## config.mk

```make
export PLATFORM = sky130hd
export DESIGN_NAME = boot_usb_descriptor_rom
export DESIGN_NICKNAME = d
export VERILOG_FILES = /design/src/include/budr_pkg.sv /design/src/boot_usb_descriptor_rom.sv
export VERILOG_INCLUDE_DIRS = /design/src /design/src/include
export SDC_FILE = /design/constraint.sdc
export NUM_CORES = 1
export LEC_CHECK = 0
export ABC_AREA = 1
export BUFFER_PORTS_ARGS = -buffer_cell sky130_fd_sc_hd__clkbuf_2
export CAP_MARGIN = 20
export CORE_MARGIN = 2
export CORE_UTILIZATION = 48
export DETAILED_ROUTE_END_ITERATION = 8
export GPL_TIMING_DRIVEN = 0
export PLACE_DENSITY = 0.76
export SYNTH_ARGS = -nofsm -noshare
export SYNTH_HDL_FRONTEND = slang
export SYNTH_SLANG_ARGS = --single-unit
```

## constraint.sdc

```tcl
create_clock -name clk -period 13.6 [get_ports clk]
set_input_delay 0 -clock clk [delete_from_list [all_inputs] [get_ports clk]]
set_output_delay 0 -clock clk [all_outputs]
set_load 0.02 [all_outputs]
```

## src/include/budr_consts.svh

```systemverilog
// Constant values of the boot descriptor table: request codes, descriptor fields and lengths
`ifndef BUDR_CONSTS_SVH
`define BUDR_CONSTS_SVH

// ==========================================================================
// Standard request decode
`define BUDR_REQTYPE_GET_DESC  8'h80
`define BUDR_REQ_GET_DESC      8'h06

// ==========================================================================
// Descriptor type codes
`define BUDR_TYPE_DEVICE       8'h01
`define BUDR_TYPE_CONFIG       8'h02
`define BUDR_TYPE_STRING       8'h03
`define BUDR_TYPE_INTERFACE    8'h04
`define BUDR_TYPE_ENDPOINT     8'h05

// ==========================================================================
// Descriptor lengths and offsets inside the configuration bundle
`define BUDR_LEN_DEVICE        8'h12
`define BUDR_LEN_CONFIG        8'h09
`define BUDR_LEN_INTERFACE     8'h09
`define BUDR_LEN_ENDPOINT      8'h07
`define BUDR_LEN_CFG_TOTAL     8'h19
`define BUDR_OFF_INTERFACE     8'h09
`define BUDR_OFF_ENDPOINT      8'h12
`define BUDR_LEN_STR0          8'h04
`define BUDR_LEN_STR1          8'h24
`define BUDR_LEN_STR2          8'h2A
`define BUDR_LEN_STR3          8'h22

// ==========================================================================
// Field values
`define BUDR_ZERO              8'h00
`define BUDR_ONE               8'h01
`define BUDR_BCD_USB           16'h0110
`define BUDR_BCD_DEVICE        16'h0100
`define BUDR_CLASS_VENDOR      8'hFF
`define BUDR_EP0_MAX_PACKET    8'h08
`define BUDR_CFG_ATTRIBUTES    8'h80
`define BUDR_CFG_MAX_POWER     8'h32
`define BUDR_EP_ADDRESS        8'h01
`define BUDR_EP_ATTR_BULK      8'h02
`define BUDR_EP_MAX_PACKET     16'h0040
`define BUDR_LANGID            16'h0409
`define BUDR_STR_MFG           8'h01
`define BUDR_STR_PRODUCT       8'h02
`define BUDR_STR_SERIAL        8'h03
`define BUDR_ASCII_ZERO        8'h30
`define BUDR_ASCII_A_MINUS_10  8'h37

`endif

```

## src/include/budr_pkg.sv

```systemverilog
// Types shared by the boot descriptor table
package budr_pkg;

  // ========================================================================
  // Sequencer states
  typedef enum logic [1:0] {
    BUDR_IDLE = 2'b01,
    BUDR_SEND = 2'b10
  } budr_state_t;

  // ========================================================================
  // Which table a transfer reads from
  typedef enum logic [2:0] {
    BUDR_SEL_DEV  = 3'h0,
    BUDR_SEL_CFG  = 3'h1,
    BUDR_SEL_STR0 = 3'h2,
    BUDR_SEL_STR1 = 3'h3,
    BUDR_SEL_STR2 = 3'h4,
    BUDR_SEL_STR3 = 3'h5
  } budr_sel_t;

endpackage : budr_pkg

```

## src/boot_usb_descriptor_rom.sv

```systemverilog
// Default boot descriptor table served byte by byte to control endpoint zero
`timescale 1ns/1ps
`include "budr_consts.svh"

// How it works
// - Interface descriptor, nine bytes, type four.
// - Interface number and alternate setting both zero.
// - Interface declares one endpoint besides zero.
// - Vendor class FF, subclass, protocol, string zero.
// - Endpoint descriptor, seven bytes, type five.
// - Endpoint address 01: number one, OUT.
// - Endpoint attributes 2 select bulk transfers.
// - Bulk OUT endpoint maximum packet 64 bytes.
// - Endpoint polling interval is zero.
// - String zero: four bytes, language 0409.
// - Strings use type 03, two-byte characters.
// - Each character: code byte, then 00.
// - Indices one, two, three: maker, product, serial.
// - Manufacturer string total length 36.
// - Product string total length 42.
// - Serial string total length 34.
// - Sixteen hex digits from eight serial bytes.
// - Configuration total length 25 bytes.
// - Device descriptor points to strings one-three.
module boot_usb_descriptor_rom #(
  // Identity codes below are arbitrary neutral values
  parameter logic [15:0]   VENDOR_CODE  = 16'hA5A5,
  parameter logic [15:0]   PRODUCT_CODE = 16'h5A5A,
  // Text is stored first character in the top byte
  parameter logic [135:0]  MFG_TEXT     = "Vendor Boot Maker",
  parameter logic [159:0]  PRODUCT_TEXT = "Generic boot devices"
) (
  input  wire logic         clk,
  input  wire logic         reset,
  input  wire logic         setupValid,
  input  wire logic [7:0]   setupRequestType,
  input  wire logic [7:0]   setupRequest,
  input  wire logic [15:0]  setupValue,
  input  wire logic [15:0]  setupLength,
  input  wire logic [63:0]  serialNumberBytes,
  input  wire logic         dataReady,
  output logic              dataValid,
  output logic [7:0]        dataByte,
  output logic              dataLast,
  output logic              reqDone,
  output logic              reqStall
);
  import budr_pkg::*;

  // ========================================================================
  // Table lookups

  function automatic logic [7:0] devByte(input logic [7:0] off);
    logic [7:0] b;
    b = `BUDR_ZERO;
    unique case (off)
      8'h00: b = `BUDR_LEN_DEVICE;
      8'h01: b = `BUDR_TYPE_DEVICE;
      8'h02: b = 8'(`BUDR_BCD_USB);
      8'h03: b = 8'(`BUDR_BCD_USB >> 8);
      8'h04: b = `BUDR_CLASS_VENDOR;
      8'h05: b = `BUDR_ZERO;
      8'h06: b = `BUDR_ZERO;
      8'h07: b = `BUDR_EP0_MAX_PACKET;
      8'h08: b = VENDOR_CODE[7:0];
      8'h09: b = VENDOR_CODE[15:8];
      8'h0A: b = PRODUCT_CODE[7:0];
      8'h0B: b = PRODUCT_CODE[15:8];
      8'h0C: b = 8'(`BUDR_BCD_DEVICE);
      8'h0D: b = 8'(`BUDR_BCD_DEVICE >> 8);
      8'h0E: b = `BUDR_STR_MFG;
      8'h0F: b = `BUDR_STR_PRODUCT;
      8'h10: b = `BUDR_STR_SERIAL;
      8'h11: b = `BUDR_ONE;
      default: b = `BUDR_ZERO;
    endcase
    return b;
  endfunction : devByte

  // Configuration, interface and endpoint descriptors as one bundle
  function automatic logic [7:0] cfgByte(input logic [7:0] off);
    logic [7:0] b;
    b = `BUDR_ZERO;
    unique case (off)
      8'h00: b = `BUDR_LEN_CONFIG;
      8'h01: b = `BUDR_TYPE_CONFIG;
      8'h02: b = `BUDR_LEN_CFG_TOTAL;
      8'h03: b = `BUDR_ZERO;
      8'h04: b = `BUDR_ONE;
      8'h05: b = `BUDR_ONE;
      8'h06: b = `BUDR_ZERO;
      8'h07: b = `BUDR_CFG_ATTRIBUTES;
      8'h08: b = `BUDR_CFG_MAX_POWER;
      8'h09: b = `BUDR_LEN_INTERFACE;
      8'h0A: b = `BUDR_TYPE_INTERFACE;
      8'h0B: b = `BUDR_ZERO;
      8'h0C: b = `BUDR_ZERO;
      8'h0D: b = `BUDR_ONE;
      8'h0E: b = `BUDR_CLASS_VENDOR;
      8'h0F: b = `BUDR_ZERO;
      8'h10: b = `BUDR_ZERO;
      8'h11: b = `BUDR_ZERO;
      8'h12: b = `BUDR_LEN_ENDPOINT;
      8'h13: b = `BUDR_TYPE_ENDPOINT;
      8'h14: b = `BUDR_EP_ADDRESS;
      8'h15: b = `BUDR_EP_ATTR_BULK;
      8'h16: b = 8'(`BUDR_EP_MAX_PACKET);
      8'h17: b = 8'(`BUDR_EP_MAX_PACKET >> 8);
      8'h18: b = `BUDR_ZERO;
      default: b = `BUDR_ZERO;
    endcase
    return b;
  endfunction : cfgByte

  function automatic logic [7:0] hexDigit(input logic [3:0] nib);
    logic [7:0] b;
    b = `BUDR_ZERO;
    if (nib < 4'hA) begin
      b = `BUDR_ASCII_ZERO + {4'h0, nib};
    end else begin
      b = `BUDR_ASCII_A_MINUS_10 + {4'h0, nib};
    end
    return b;
  endfunction : hexDigit

  // Character number chr of string sel, as a code byte
  function automatic logic [7:0] strChar(input budr_sel_t  sel,
                                         input logic [7:0] chr,
                                         input logic [63:0] serial);
    logic [7:0] b;
    logic [7:0] sByte;
    b = `BUDR_ZERO;
    sByte = `BUDR_ZERO;
    unique case (sel)
      BUDR_SEL_STR1: begin
        if (chr < 8'd17) begin
          b = MFG_TEXT[(8'd16 - chr) * 8 +: 8];
        end
      end
      BUDR_SEL_STR2: begin
        if (chr < 8'd20) begin
          b = PRODUCT_TEXT[(8'd19 - chr) * 8 +: 8];
        end
      end
      BUDR_SEL_STR3: begin
        // First register first, high nibble before low nibble
        if (chr < 8'd16) begin
          sByte = serial[chr[3:1] * 8 +: 8];
          b = chr[0] ? hexDigit(sByte[3:0]) : hexDigit(sByte[7:4]);
        end
      end
      default: b = `BUDR_ZERO;
    endcase
    return b;
  endfunction : strChar

  function automatic logic [7:0] strLen(input budr_sel_t sel);
    logic [7:0] b;
    b = `BUDR_ZERO;
    unique case (sel)
      BUDR_SEL_STR0: b = `BUDR_LEN_STR0;
      BUDR_SEL_STR1: b = `BUDR_LEN_STR1;
      BUDR_SEL_STR2: b = `BUDR_LEN_STR2;
      BUDR_SEL_STR3: b = `BUDR_LEN_STR3;
      default: b = `BUDR_ZERO;
    endcase
    return b;
  endfunction : strLen

  function automatic logic [7:0] strByte(input budr_sel_t   sel,
                                         input logic [7:0]  off,
                                         input logic [63:0] serial);
    logic [7:0] b;
    logic [7:0] chr;
    b = `BUDR_ZERO;
    chr = (off - 8'd2) >> 1;
    if (off == 8'h00) begin
      b = strLen(sel);
    end else if (off == 8'h01) begin
      b = `BUDR_TYPE_STRING;
    end else if (sel == BUDR_SEL_STR0) begin
      b = (off == 8'h02) ? 8'(`BUDR_LANGID) : 8'(`BUDR_LANGID >> 8);
    end else if (off[0]) begin
      b = `BUDR_ZERO;
    end else begin
      b = strChar(sel, chr, serial);
    end
    return b;
  endfunction : strByte

  function automatic logic [7:0] tableByte(input budr_sel_t   sel,
                                           input logic [7:0]  off,
                                           input logic [63:0] serial);
    logic [7:0] b;
    b = `BUDR_ZERO;
    unique case (sel)
      BUDR_SEL_DEV: b = devByte(off);
      BUDR_SEL_CFG: b = cfgByte(off);
      default:      b = strByte(sel, off, serial);
    endcase
    return b;
  endfunction : tableByte

  // ========================================================================
  // Request decode

  logic        isGetDesc;
  logic        descKnown;
  budr_sel_t   reqSel;
  logic [7:0]  reqBase;
  logic [7:0]  reqDescLen;
  logic [15:0] reqSendLen;
  logic [7:0]  reqLastOff;

  assign isGetDesc = (setupRequestType == `BUDR_REQTYPE_GET_DESC) &&
                     (setupRequest == `BUDR_REQ_GET_DESC);

  always_comb begin
    descKnown  = 1'b1;
    reqSel     = BUDR_SEL_DEV;
    reqBase    = `BUDR_ZERO;
    reqDescLen = `BUDR_LEN_DEVICE;
    unique case (setupValue[15:8])
      `BUDR_TYPE_DEVICE: begin
        descKnown = (setupValue[7:0] == `BUDR_ZERO);
      end
      `BUDR_TYPE_CONFIG: begin
        reqSel     = BUDR_SEL_CFG;
        reqDescLen = `BUDR_LEN_CFG_TOTAL;
        descKnown  = (setupValue[7:0] == `BUDR_ZERO);
      end
      `BUDR_TYPE_INTERFACE: begin
        reqSel     = BUDR_SEL_CFG;
        reqBase    = `BUDR_OFF_INTERFACE;
        reqDescLen = `BUDR_LEN_INTERFACE;
        descKnown  = (setupValue[7:0] == `BUDR_ZERO);
      end
      `BUDR_TYPE_ENDPOINT: begin
        reqSel     = BUDR_SEL_CFG;
        reqBase    = `BUDR_OFF_ENDPOINT;
        reqDescLen = `BUDR_LEN_ENDPOINT;
        descKnown  = (setupValue[7:0] == `BUDR_ZERO);
      end
      `BUDR_TYPE_STRING: begin
        descKnown = (setupValue[7:0] <= `BUDR_STR_SERIAL);
        reqSel    = budr_sel_t'(setupValue[2:0] + 3'h2);
        reqDescLen = strLen(budr_sel_t'(setupValue[2:0] + 3'h2));
      end
      default: begin
        descKnown = 1'b0;
      end
    endcase
  end

  // Clip to what the host asked for
  assign reqSendLen = (setupLength < {8'h00, reqDescLen}) ? setupLength
                                                          : {8'h00, reqDescLen};
  assign reqLastOff = reqBase + reqSendLen[7:0] - 8'd1;

  // ========================================================================
  // Byte sequencer

  budr_state_t state_r;
  budr_sel_t   sel_r;
  logic [7:0]  off_r;
  logic [7:0]  lastOff_r;
  logic [63:0] serial_r;
  logic        accept;
  logic        advance;
  logic        fetchNew;

  // Requests arriving mid-transfer are ignored
  assign accept   = setupValid && (state_r == BUDR_IDLE);
  assign fetchNew = accept && isGetDesc && descKnown && (reqSendLen != 16'h0000);
  assign advance  = (state_r == BUDR_SEND) && dataReady && !dataLast;

  always_ff @(posedge clk) begin
    if (reset) begin
      state_r <= BUDR_IDLE;
    end else begin
      unique case (state_r)
        BUDR_IDLE: begin
          if (fetchNew) begin
            state_r <= BUDR_SEND;
          end
        end
        BUDR_SEND: begin
          if (dataReady && dataLast) begin
            state_r <= BUDR_IDLE;
          end
        end
      endcase
    end
  end

  // Serial bytes are frozen per request so a string never mixes two values
  always_ff @(posedge clk) begin
    if (reset) begin
      sel_r     <= BUDR_SEL_DEV;
      off_r     <= `BUDR_ZERO;
      lastOff_r <= `BUDR_ZERO;
      serial_r  <= 64'h0000000000000000;
    end else if (fetchNew) begin
      sel_r     <= reqSel;
      off_r     <= reqBase;
      lastOff_r <= reqLastOff;
      serial_r  <= serialNumberBytes;
    end else if (advance) begin
      off_r <= off_r + 8'd1;
    end
  end

  // ========================================================================
  // Output stream

  always_ff @(posedge clk) begin
    if (reset) begin
      dataValid <= 1'b0;
      dataByte  <= `BUDR_ZERO;
      dataLast  <= 1'b0;
    end else if (fetchNew) begin
      dataValid <= 1'b1;
      dataByte  <= tableByte(reqSel, reqBase, serialNumberBytes);
      dataLast  <= (reqBase == reqLastOff);
    end else if (advance) begin
      dataByte <= tableByte(sel_r, off_r + 8'd1, serial_r);
      dataLast <= ((off_r + 8'd1) == lastOff_r);
    end else if (dataValid && dataReady) begin
      dataValid <= 1'b0;
      dataLast  <= 1'b0;
    end
  end

  always_ff @(posedge clk) begin
    if (reset) begin
      reqDone  <= 1'b0;
      reqStall <= 1'b0;
    end else begin
      reqDone  <= (accept && isGetDesc && descKnown && (reqSendLen == 16'h0000)) ||
                  ((state_r == BUDR_SEND) && dataReady && dataLast);
      reqStall <= accept && !(isGetDesc && descKnown);
    end
  end

endmodule : boot_usb_descriptor_rom

```

After elaboration in Yosys (flattened, before gate mapping). Memory sizes are Yosys's and may differ from the RTL's. Cells that the tools add are included.

Register bits after elaboration: 97. Latch bits: 0. Bits in writable memories: 0. Memory bits (read-only): 1024. Bits of input ports: 116. Output and inout port bits: 12. Memories: 4.

Memories: (name not given) (words 32, width 8, read ports 1, clocked after memory_dff 0, wr ports 0, RTL line boot_usb_descriptor_rom.sv:56) `unique case (off)`; (name not given) (words 32, width 8, read ports 1, clocked after memory_dff 0, wr ports 0, RTL line boot_usb_descriptor_rom.sv:84) `unique case (off)`; (name not given) (words 32, width 8, read ports 1, clocked after memory_dff 0, wr ports 0, RTL line boot_usb_descriptor_rom.sv:56); (name not given) (words 32, width 8, read ports 1, clocked after memory_dff 0, wr ports 0, RTL line boot_usb_descriptor_rom.sv:84).

Add/sub/neg operators: 18. Multiply operators: 0. Divide/modulo/power cells: 0. $lt $le $gt $ge: 12. Equal/unequal tests: 32. Shifts and indexed selects: 6. Multiplexer cells: 50. Bitwise gates (word level): 0. Reduce and logical (&&, ||, !) cells: 32.

Operator list (number): variable part select 160 x 33 -> 8 bit (first input constant) (2); variable part select 136 x 33 -> 8 bit (first input constant) (2); 2-to-1 mux 8 bit (24); variable part select 64 x 7 -> 8 bit (2); case mux 6 bit (4 select lines) (4); adder 6 x 4 -> 7 bit (first input constant) (8); case mux 8 bit (3 select lines) (2); < comparator 7 x 5 -> 1 bit (second input constant) (6); == test 8 x 2 -> 1 bit (second input constant) (4); case mux 8 bit (2 select lines) (2); subtractor 5 x 7 -> 8 bit (first input constant) (4); 2-to-1 mux 7 bit (4); == test 8 x 1 -> 1 bit (second input constant) (3); == test 8 x 3 -> 1 bit (second input constant) (3); zero test 8 bit (3); == test 3 x 2 -> 1 bit (second input constant) (6); == test 3 bit (second input constant) (6); == test 8 bit (2); zero test 16 bit (1); < comparator 16 x 8 -> 1 bit (1); < comparator 4 bit (second input constant) (4); 2-to-1 mux 16 bit (1); nonzero test 16 bit (1); subtractor 8 x 2 -> 8 bit (second input constant) (2); other kinds (28) (53).

Longest topological paths before layout.
Word-level depth: 15. Depth in mapped cells: 36. Gate-level depth less buffers: 35.

Worst setup path after synthesis. Ideal clock, no wire load.

Path kind: in2reg. From: input port setupValue[11]. To: register dataLast. Library setup time: 0.064 ns. Data arrival time: 4.356 ns. Required time: 13.536 ns. Path slack: 9.180 ns. Cell stages on the path: 33. Path buffers: 1. Path through: nor2_2 inv_2 nor4_4 inv_2 nor2_4 inv_2 nor2_1 a21oi_1 ha_1 a21oi_1 nand3_1 nor4_4 nand2_2 buf_6 nand2_2 nand2_2 ha_1 inv_1 ha_1 inv_1 fa_1 o21ai_0 a21oi_1 nor2_1 nor2_1 xor2_1 nor2_1 nand4_1 nor3_1 nand3_1 o21ai_0 nor2_1 nor2_1.

Cells in the longest elaborated chain, start to end: 8. Elaborated cells on any way between the ends: 19. Those cells by class: add/sub: 2; order compare: 1; eq/ne: 6; mux: 5; reduce/logical: 5.

RTL lines: start: declaration (RTL line boot_usb_descriptor_rom.sv:38) `input wire logic [15:0] setupValue,`; == test 8 x 2 -> 1 bit or == test 8 x 3 -> 1 bit (tied branches) (RTL line boot_usb_descriptor_rom.sv:223) `unique case (setupValue[15:8])`; case mux 6 bit (4 select lines) (RTL line boot_usb_descriptor_rom.sv:223); < comparator 16 x 8 -> 1 bit (RTL line boot_usb_descriptor_rom.sv:256) `assign reqSendLen = (setupLength < {8'h00, reqDescLen}) ? setupLength`; 2-to-1 mux 16 bit (RTL line boot_usb_descriptor_rom.sv:256); adder 8 bit (RTL line boot_usb_descriptor_rom.sv:258) `assign reqLastOff = reqBase + reqSendLen[7:0] - 8'd1;`; subtractor 8 x 1 -> 8 bit (RTL line boot_usb_descriptor_rom.sv:258); == test 8 bit (RTL line boot_usb_descriptor_rom.sv:324) `dataLast <= (reqBase == reqLastOff);`; 2-to-1 mux 1 bit (RTL line boot_usb_descriptor_rom.sv:321) `end else if (fetchNew) begin`; end signal: assignment (RTL line boot_usb_descriptor_rom.sv:324); end signal: assignment (RTL line boot_usb_descriptor_rom.sv:327) `dataLast <= ((off_r + 8'd1) == lastOff_r);`; end: declaration (RTL line boot_usb_descriptor_rom.sv:44) `output logic dataLast,`.

Parallel ways exist; a longest one is shown, timed or not. A chain may end at the register's enable or synchronous reset.

Worst setup path after layout.
From: register off_r[1]. To: register dataByte[4].

Cells in the longest elaborated chain, start to end: 15. Elaborated cells on any way between the ends: 37. Those cells by class: add/sub: 8; order compare: 5; eq/ne: 1; shift: 3; mux: 16; reduce/logical: 2; memory: 2.

RTL lines: start: declaration (RTL line boot_usb_descriptor_rom.sv:265) `logic [7:0] off_r;`; start signal: assignment (RTL line boot_usb_descriptor_rom.sv:300) `` off_r <= `BUDR_ZERO; ``; start signal: assignment (RTL line boot_usb_descriptor_rom.sv:305) `off_r <= reqBase;`; start signal: assignment (RTL line boot_usb_descriptor_rom.sv:309) `off_r <= off_r + 8'd1;`; adder 8 x 1 -> 8 bit (*) (RTL line boot_usb_descriptor_rom.sv:326) `dataByte <= tableByte(sel_r, off_r + 8'd1, serial_r);`; subtractor 8 x 2 -> 8 bit (RTL line boot_usb_descriptor_rom.sv:176) `chr = (off - 8'd2) >> 1;`; variable part select 64 x 7 -> 8 bit (RTL line boot_usb_descriptor_rom.sv:148) `sByte = serial[chr[3:1] * 8 +: 8];`; adder 6 x 4 -> 7 bit (no source line) or < comparator 4 bit (tied branches); 2-to-1 mux 7 bit (RTL line boot_usb_descriptor_rom.sv:118) `if (nib < 4'hA) begin`; 2-to-1 mux 8 bit (RTL line boot_usb_descriptor_rom.sv:149) `b = chr[0] ? hexDigit(sByte[3:0]) : hexDigit(sByte[7:4]);`; 2-to-1 mux 8 bit (RTL line boot_usb_descriptor_rom.sv:147) `if (chr < 8'd16) begin`; case mux 8 bit (3 select lines) (RTL line boot_usb_descriptor_rom.sv:134) `unique case (sel)`; 2-to-1 mux 8 bit (RTL line boot_usb_descriptor_rom.sv:183) `end else if (off[0]) begin`; 2-to-1 mux 8 bit (RTL line boot_usb_descriptor_rom.sv:181) `end else if (sel == BUDR_SEL_STR0) begin`; 2-to-1 mux 8 bit (RTL line boot_usb_descriptor_rom.sv:179) `end else if (off == 8'h01) begin`; 2-to-1 mux 8 bit (RTL line boot_usb_descriptor_rom.sv:177) `if (off == 8'h00) begin`; case mux 8 bit (2 select lines) (*) (RTL line boot_usb_descriptor_rom.sv:196) `unique case (sel)`; 2-to-1 mux 8 bit (*) (RTL line boot_usb_descriptor_rom.sv:325) `end else if (advance) begin`; 2-to-1 mux 8 bit (*) (RTL line boot_usb_descriptor_rom.sv:321); end signal: assignment (RTL line boot_usb_descriptor_rom.sv:319) `` dataByte <= `BUDR_ZERO; ``; end signal: assignment (RTL line boot_usb_descriptor_rom.sv:323) `dataByte <= tableByte(reqSel, reqBase, serialNumberBytes);`; end signal: assignment (RTL line boot_usb_descriptor_rom.sv:326); end: declaration (RTL line boot_usb_descriptor_rom.sv:43) `output logic [7:0] dataByte,`.

Mark *: on every way between the ends. The rest lies on a longest branch, timed or not. The select of a mux whose other input is x is not followed.

==> run summary <==
Number of failing hold endpoints at the final stage: 0. In this run the critical register-to-register path is launched from off_r[1]. Before antenna repair, the detailed router went through 6 iterations.

Summed over all cells, the static leakage comes to 4.67 nW. The worst endpoint required time came out at 13.91 ns. Sequential cells account for 43.7% of the total power. Summed over all nets, the half-perimeter wirelength after detailed placement is 23700 um.

Timing would allow up to 0.166 GHz. The logs give 0 for the final number of max-transition violations and 459 uW for the cell-internal power. The mean instance size in the synthesized netlist works out to 6.19 um2.

The class of the worst hold path is input pin to flip-flop. The die is 136 um wide. The synthesis-stage register bit count is 97, and the post-route fraction of the period consumed by the critical path is 44.2%. Cells with a size suffix above 1 make up 16.7% of the layout. Net switching is 29.6% of the power. The tools report the hold path startpoint as serialNumberBytes[30]. The relative slew slack is 43.8%, and the cell area after layout is 10200 um2.

Setup repair after global routing left no endpoint under its margin. The dominant cell by count in the synthesized netlist was sky130_fd_sc_hd__nand2_1. The global placer's final weighted congestion is 1.02. Largest net degree at the start of global routing: 23.

For the buffer levels on the longest clock path, the log shows 2. Per report_power, the combinational group accounts for 14.2% of the total. The worst setup path is captured at a flip-flop. For the number of nets in the final layout, the log shows 1710. The core region is 17100 um2. The count of input and output buffers is 127, and the worst-case register-to-register setup slack is 7.59 ns. On the final layout, the worst clock skew is 0.0154 ns. CTS built an H-tree with a depth of 3.

The tools report the initial antenna violation count as 0. The detailed-route wire length per cell is 17.0 um. The first global-routing pass estimated 47000 um of wire. The tools report the launching element type of the critical path as a flip-flop. Subtracting the final worst setup slack from the clock period gives 6.01 ns. The tools report the TritonCTS sink count as 97. TritonCTS built the clock tree. The critical path class was flip-flop to flip-flop. In this run the critical register-to-register path is captured at dataByte[4]. The tools report the proportion of power drawn by the clock network as 42.1%. Summed over all failing endpoints, the final setup total negative slack is 0 ns.

The detailed router finished its first iteration with 1208 violations. Sum of overflow across all layers after global routing: 0. Clock latency on the worst-skew pair, taken at its later pin, is 0.37 ns.

The floorplan step set the die height to 136 um. The depth of the worst register-to-register path was 24; the clock transition at the registers of the reported paths was 0.09 ns. Yosys mapped a number of flops with a built-in enable equal to 0. The initial utilization of the core area, before any placement, comes to 48.7%. In this run the cell area measured after placement is 9260 um2.

The ratio of total power to cell area came out at 63.8 nW/um2. The cell type with the largest total area after synthesis was sky130_fd_sc_hd__dfxtp_1. The number of vias in the routed layout is 9964. VDD sags by at most 0.0000680 V.

The sink of the worst hold path is serial_r[30]. The CTS root buffer was sky130_fd_sc_hd__clkbuf_16. The overall routing resource usage is 32.9%, and the total design power is 652 uW. Sequential elements use 23.3% of the synthesized area. The row count was 48. The number of global-route vias before repair came out at 9147. The run gives 0 as the count of maximum capacitance violations. In this run the power spent charging and discharging nets is 193 uW. In this run the remaining antenna-violating nets after routing total 0. At the pin with the least slew margin, the transition time is 0.837 ns. The largest driver fanout on the critical path was 13; the total setup buffers inserted after CTS was 0.

The final layout contains routed wiring with a total length of 30300 um. Sorting the synthesized cells by area gives the leading types as sky130_fd_sc_hd__dfxtp_1 23%, sky130_fd_sc_hd__nand2_1 10%, sky130_fd_sc_hd__o21ai_0 8.2%. The number of distinct library cells after synthesis is 60.

For the synthesized netlist cell count, the log shows 1347. The most used flip-flop cell after synthesis is sky130_fd_sc_hd__dfxtp_1. The run gives 8340 um2 as the cell area after technology mapping. In the synthesized netlist, the cells that appear most often are 232 x sky130_fd_sc_hd__nand2_1, 168 x sky130_fd_sc_hd__nor2_1, 165 x sky130_fd_sc_hd__inv_1. Measured on the finished design, the core utilization comes to 59.7%.

For this run, asynchronously set or reset flops after synthesis account for 0%. After synthesis, the largest area contributor takes up 23.3% of total cell area. The worst hold margin is 0.0174 ns, and the relative area change from synthesis to final layout is 22.5%. The run gives 128 as the top-level I/O count.

Counting instances, the worst hold path has a depth of 3. Per-cell via count in the routed design: 5.59. The flow ran to the end, and the final reports show no timing, DRC or antenna violations.

For this run, design rule violations remaining after detail routing come to 0. Setup violations remaining at the end of the flow were counted as 0. The logs give 0 for the number of warning messages in the yosys log and 6.33 ns for the signal arrival time at the worst endpoint. The logs give 18400 um2 for the full die area and 9 for the number of buffers added by the clock tree synthesis step.
[placed cells by master, fill, tap and decap left out, drive strengths merged, types with 2 or more instances in the layout]
master / count
xnor2: 4
inv: 192
a31oi: 4
a21boi: 2
o22ai: 14
nand3b: 4
and2: 2
nand4: 20
buf: 30
o21ai: 207
or2: 4
nand3: 60
clkinv: 7
conb: 3
nor3: 17
o31ai: 6
a21oi: 128
dlygate4sd3: 63
dfxtp: 97
o2111ai: 3
o211ai: 9
nand2: 250
o221ai: 7
nor4: 11
clkbuf: 166
xor2: 12
nor2: 177
ha: 43
[how the worst max path moves through the flow]
stage / from / end / cells after the start
floorplan: setupValue[11] / dataLast / 33
global placement: off_r[1] / dataByte[4] / 24
detailed placement: off_r[1] / dataByte[4] / 24
CTS: off_r[1] / dataByte[4] / 24
global route: off_r[1] / dataByte[4] / 24
finish: off_r[1] / dataByte[4] / 24
[metrics by stage]
stage | setup WS (ns) | cells
after floorplan | 9.18 | 1349
after global placement | 7.83 | 1701
after detailed placement | 7.76 | 1701
after CTS | 7.74 | 1780
after global routing | 7.15 | 1780
final | 7.59 | 1781
[worst max-delay path: stages, from the launching register on]
cell and delay (ns):
sky130_fd_sc_hd__dfxtp_1 0.50, sky130_fd_sc_hd__ha_1 0.49, sky130_fd_sc_hd__ha_1 0.20, sky130_fd_sc_hd__clkbuf_1 0.42, sky130_fd_sc_hd__clkinv_1 0.48, sky130_fd_sc_hd__ha_1 0.43, sky130_fd_sc_hd__ha_1 0.33, sky130_fd_sc_hd__buf_2 0.23
sky130_fd_sc_hd__inv_1 0.17, sky130_fd_sc_hd__nand2_1 0.36, sky130_fd_sc_hd__inv_1 0.23, sky130_fd_sc_hd__a21oi_1 0.24, sky130_fd_sc_hd__o31ai_1 0.12, sky130_fd_sc_hd__o21ai_1 0.29, sky130_fd_sc_hd__ha_1 0.19, sky130_fd_sc_hd__inv_1 0.05
sky130_fd_sc_hd__nor2_1 0.15, sky130_fd_sc_hd__o22ai_1 0.14, sky130_fd_sc_hd__o21ai_0 0.28, sky130_fd_sc_hd__a21oi_1 0.11, sky130_fd_sc_hd__o21ai_1 0.21, sky130_fd_sc_hd__nand2_1 0.10, sky130_fd_sc_hd__nand3b_1 0.11, sky130_fd_sc_hd__nand2_1 0.05
sky130_fd_sc_hd__inv_1 0.07
[power groups by stage]
stage | Combinational [mW] | Clock (mW) | Sequential, mW
global route | 0.0995 | 0.283 | 0.285
finish | 0.0924 | 0.275 | 0.285
global placement | 0.0740 | 0 | 0.292
detailed placement | 0.0743 | 0 | 0.292
CTS | 0.0890 | 0.273 | 0.285
floorplan | 0.0371 | 0 | 0.292
[layout make-up]
| type | count | area, um2 |
|---|---|---|
| Inverter | 192 | 723 |
| Sequential cell | 97 | 1940 |
| Fill cell | 1689 | 6900 |
| Buffer | 60 | 340 |
| Antenna cell | 1 | 2.50 |
| Timing Repair Buffer | 190 | 1270 |
| Clock buffer | 9 | 225 |
| Tap cell | 225 | 282 |
| Clock inverter | 7 | 93.8 |
| Multi-Input combinational cell | 1000 | 5340 |
[layer usage]
| layer | vias up | routed length [um] | track usage, % |
|---|---|---|---|
| met5 | - | 0 | 0 |
| met4 | 0 | 1170 | 13.3 |
| met3 | 100 | 2620 | 5.15 |
| met2 | 494 | 13700 | 53.5 |
| met1 | 4480 | 12800 | 43.5 |
| li1 | 4890 | - | - |
[registers in the layout (all words and copies together) (netlist names)]
register / count
reqStall: 1
serial_r: 64
sel_r: 3
off_r: 8
dataByte: 8
dataLast: 1
state_r: 2
lastOff_r: 8
dataValid: 1
reqDone: 1
[cell families (layout without fill, tap and decap cells)]
logic type               count (synthesis)  after routing  synth area share [%]
adder cells (fa/ha/maj)                 44             44                  6.69
multiplexers                             1              1                 0.120
XOR/XNOR                                16             16                  1.77
AND/OR/NAND/NOR                        548            548                  29.1
buffers and inverters                  252            458                  12.8
flip-flops                              97             97                  23.3
other                                    1              4                0.0450
AO/OA/AOI/OAI                          388            388                  26.2
[timing repair]
action	CTS	global route
resized for setup	0	0
hold endpoints to repair	65	0
hold buffers	63	0
No activity file was read; power rests on OpenSTA's default activity.
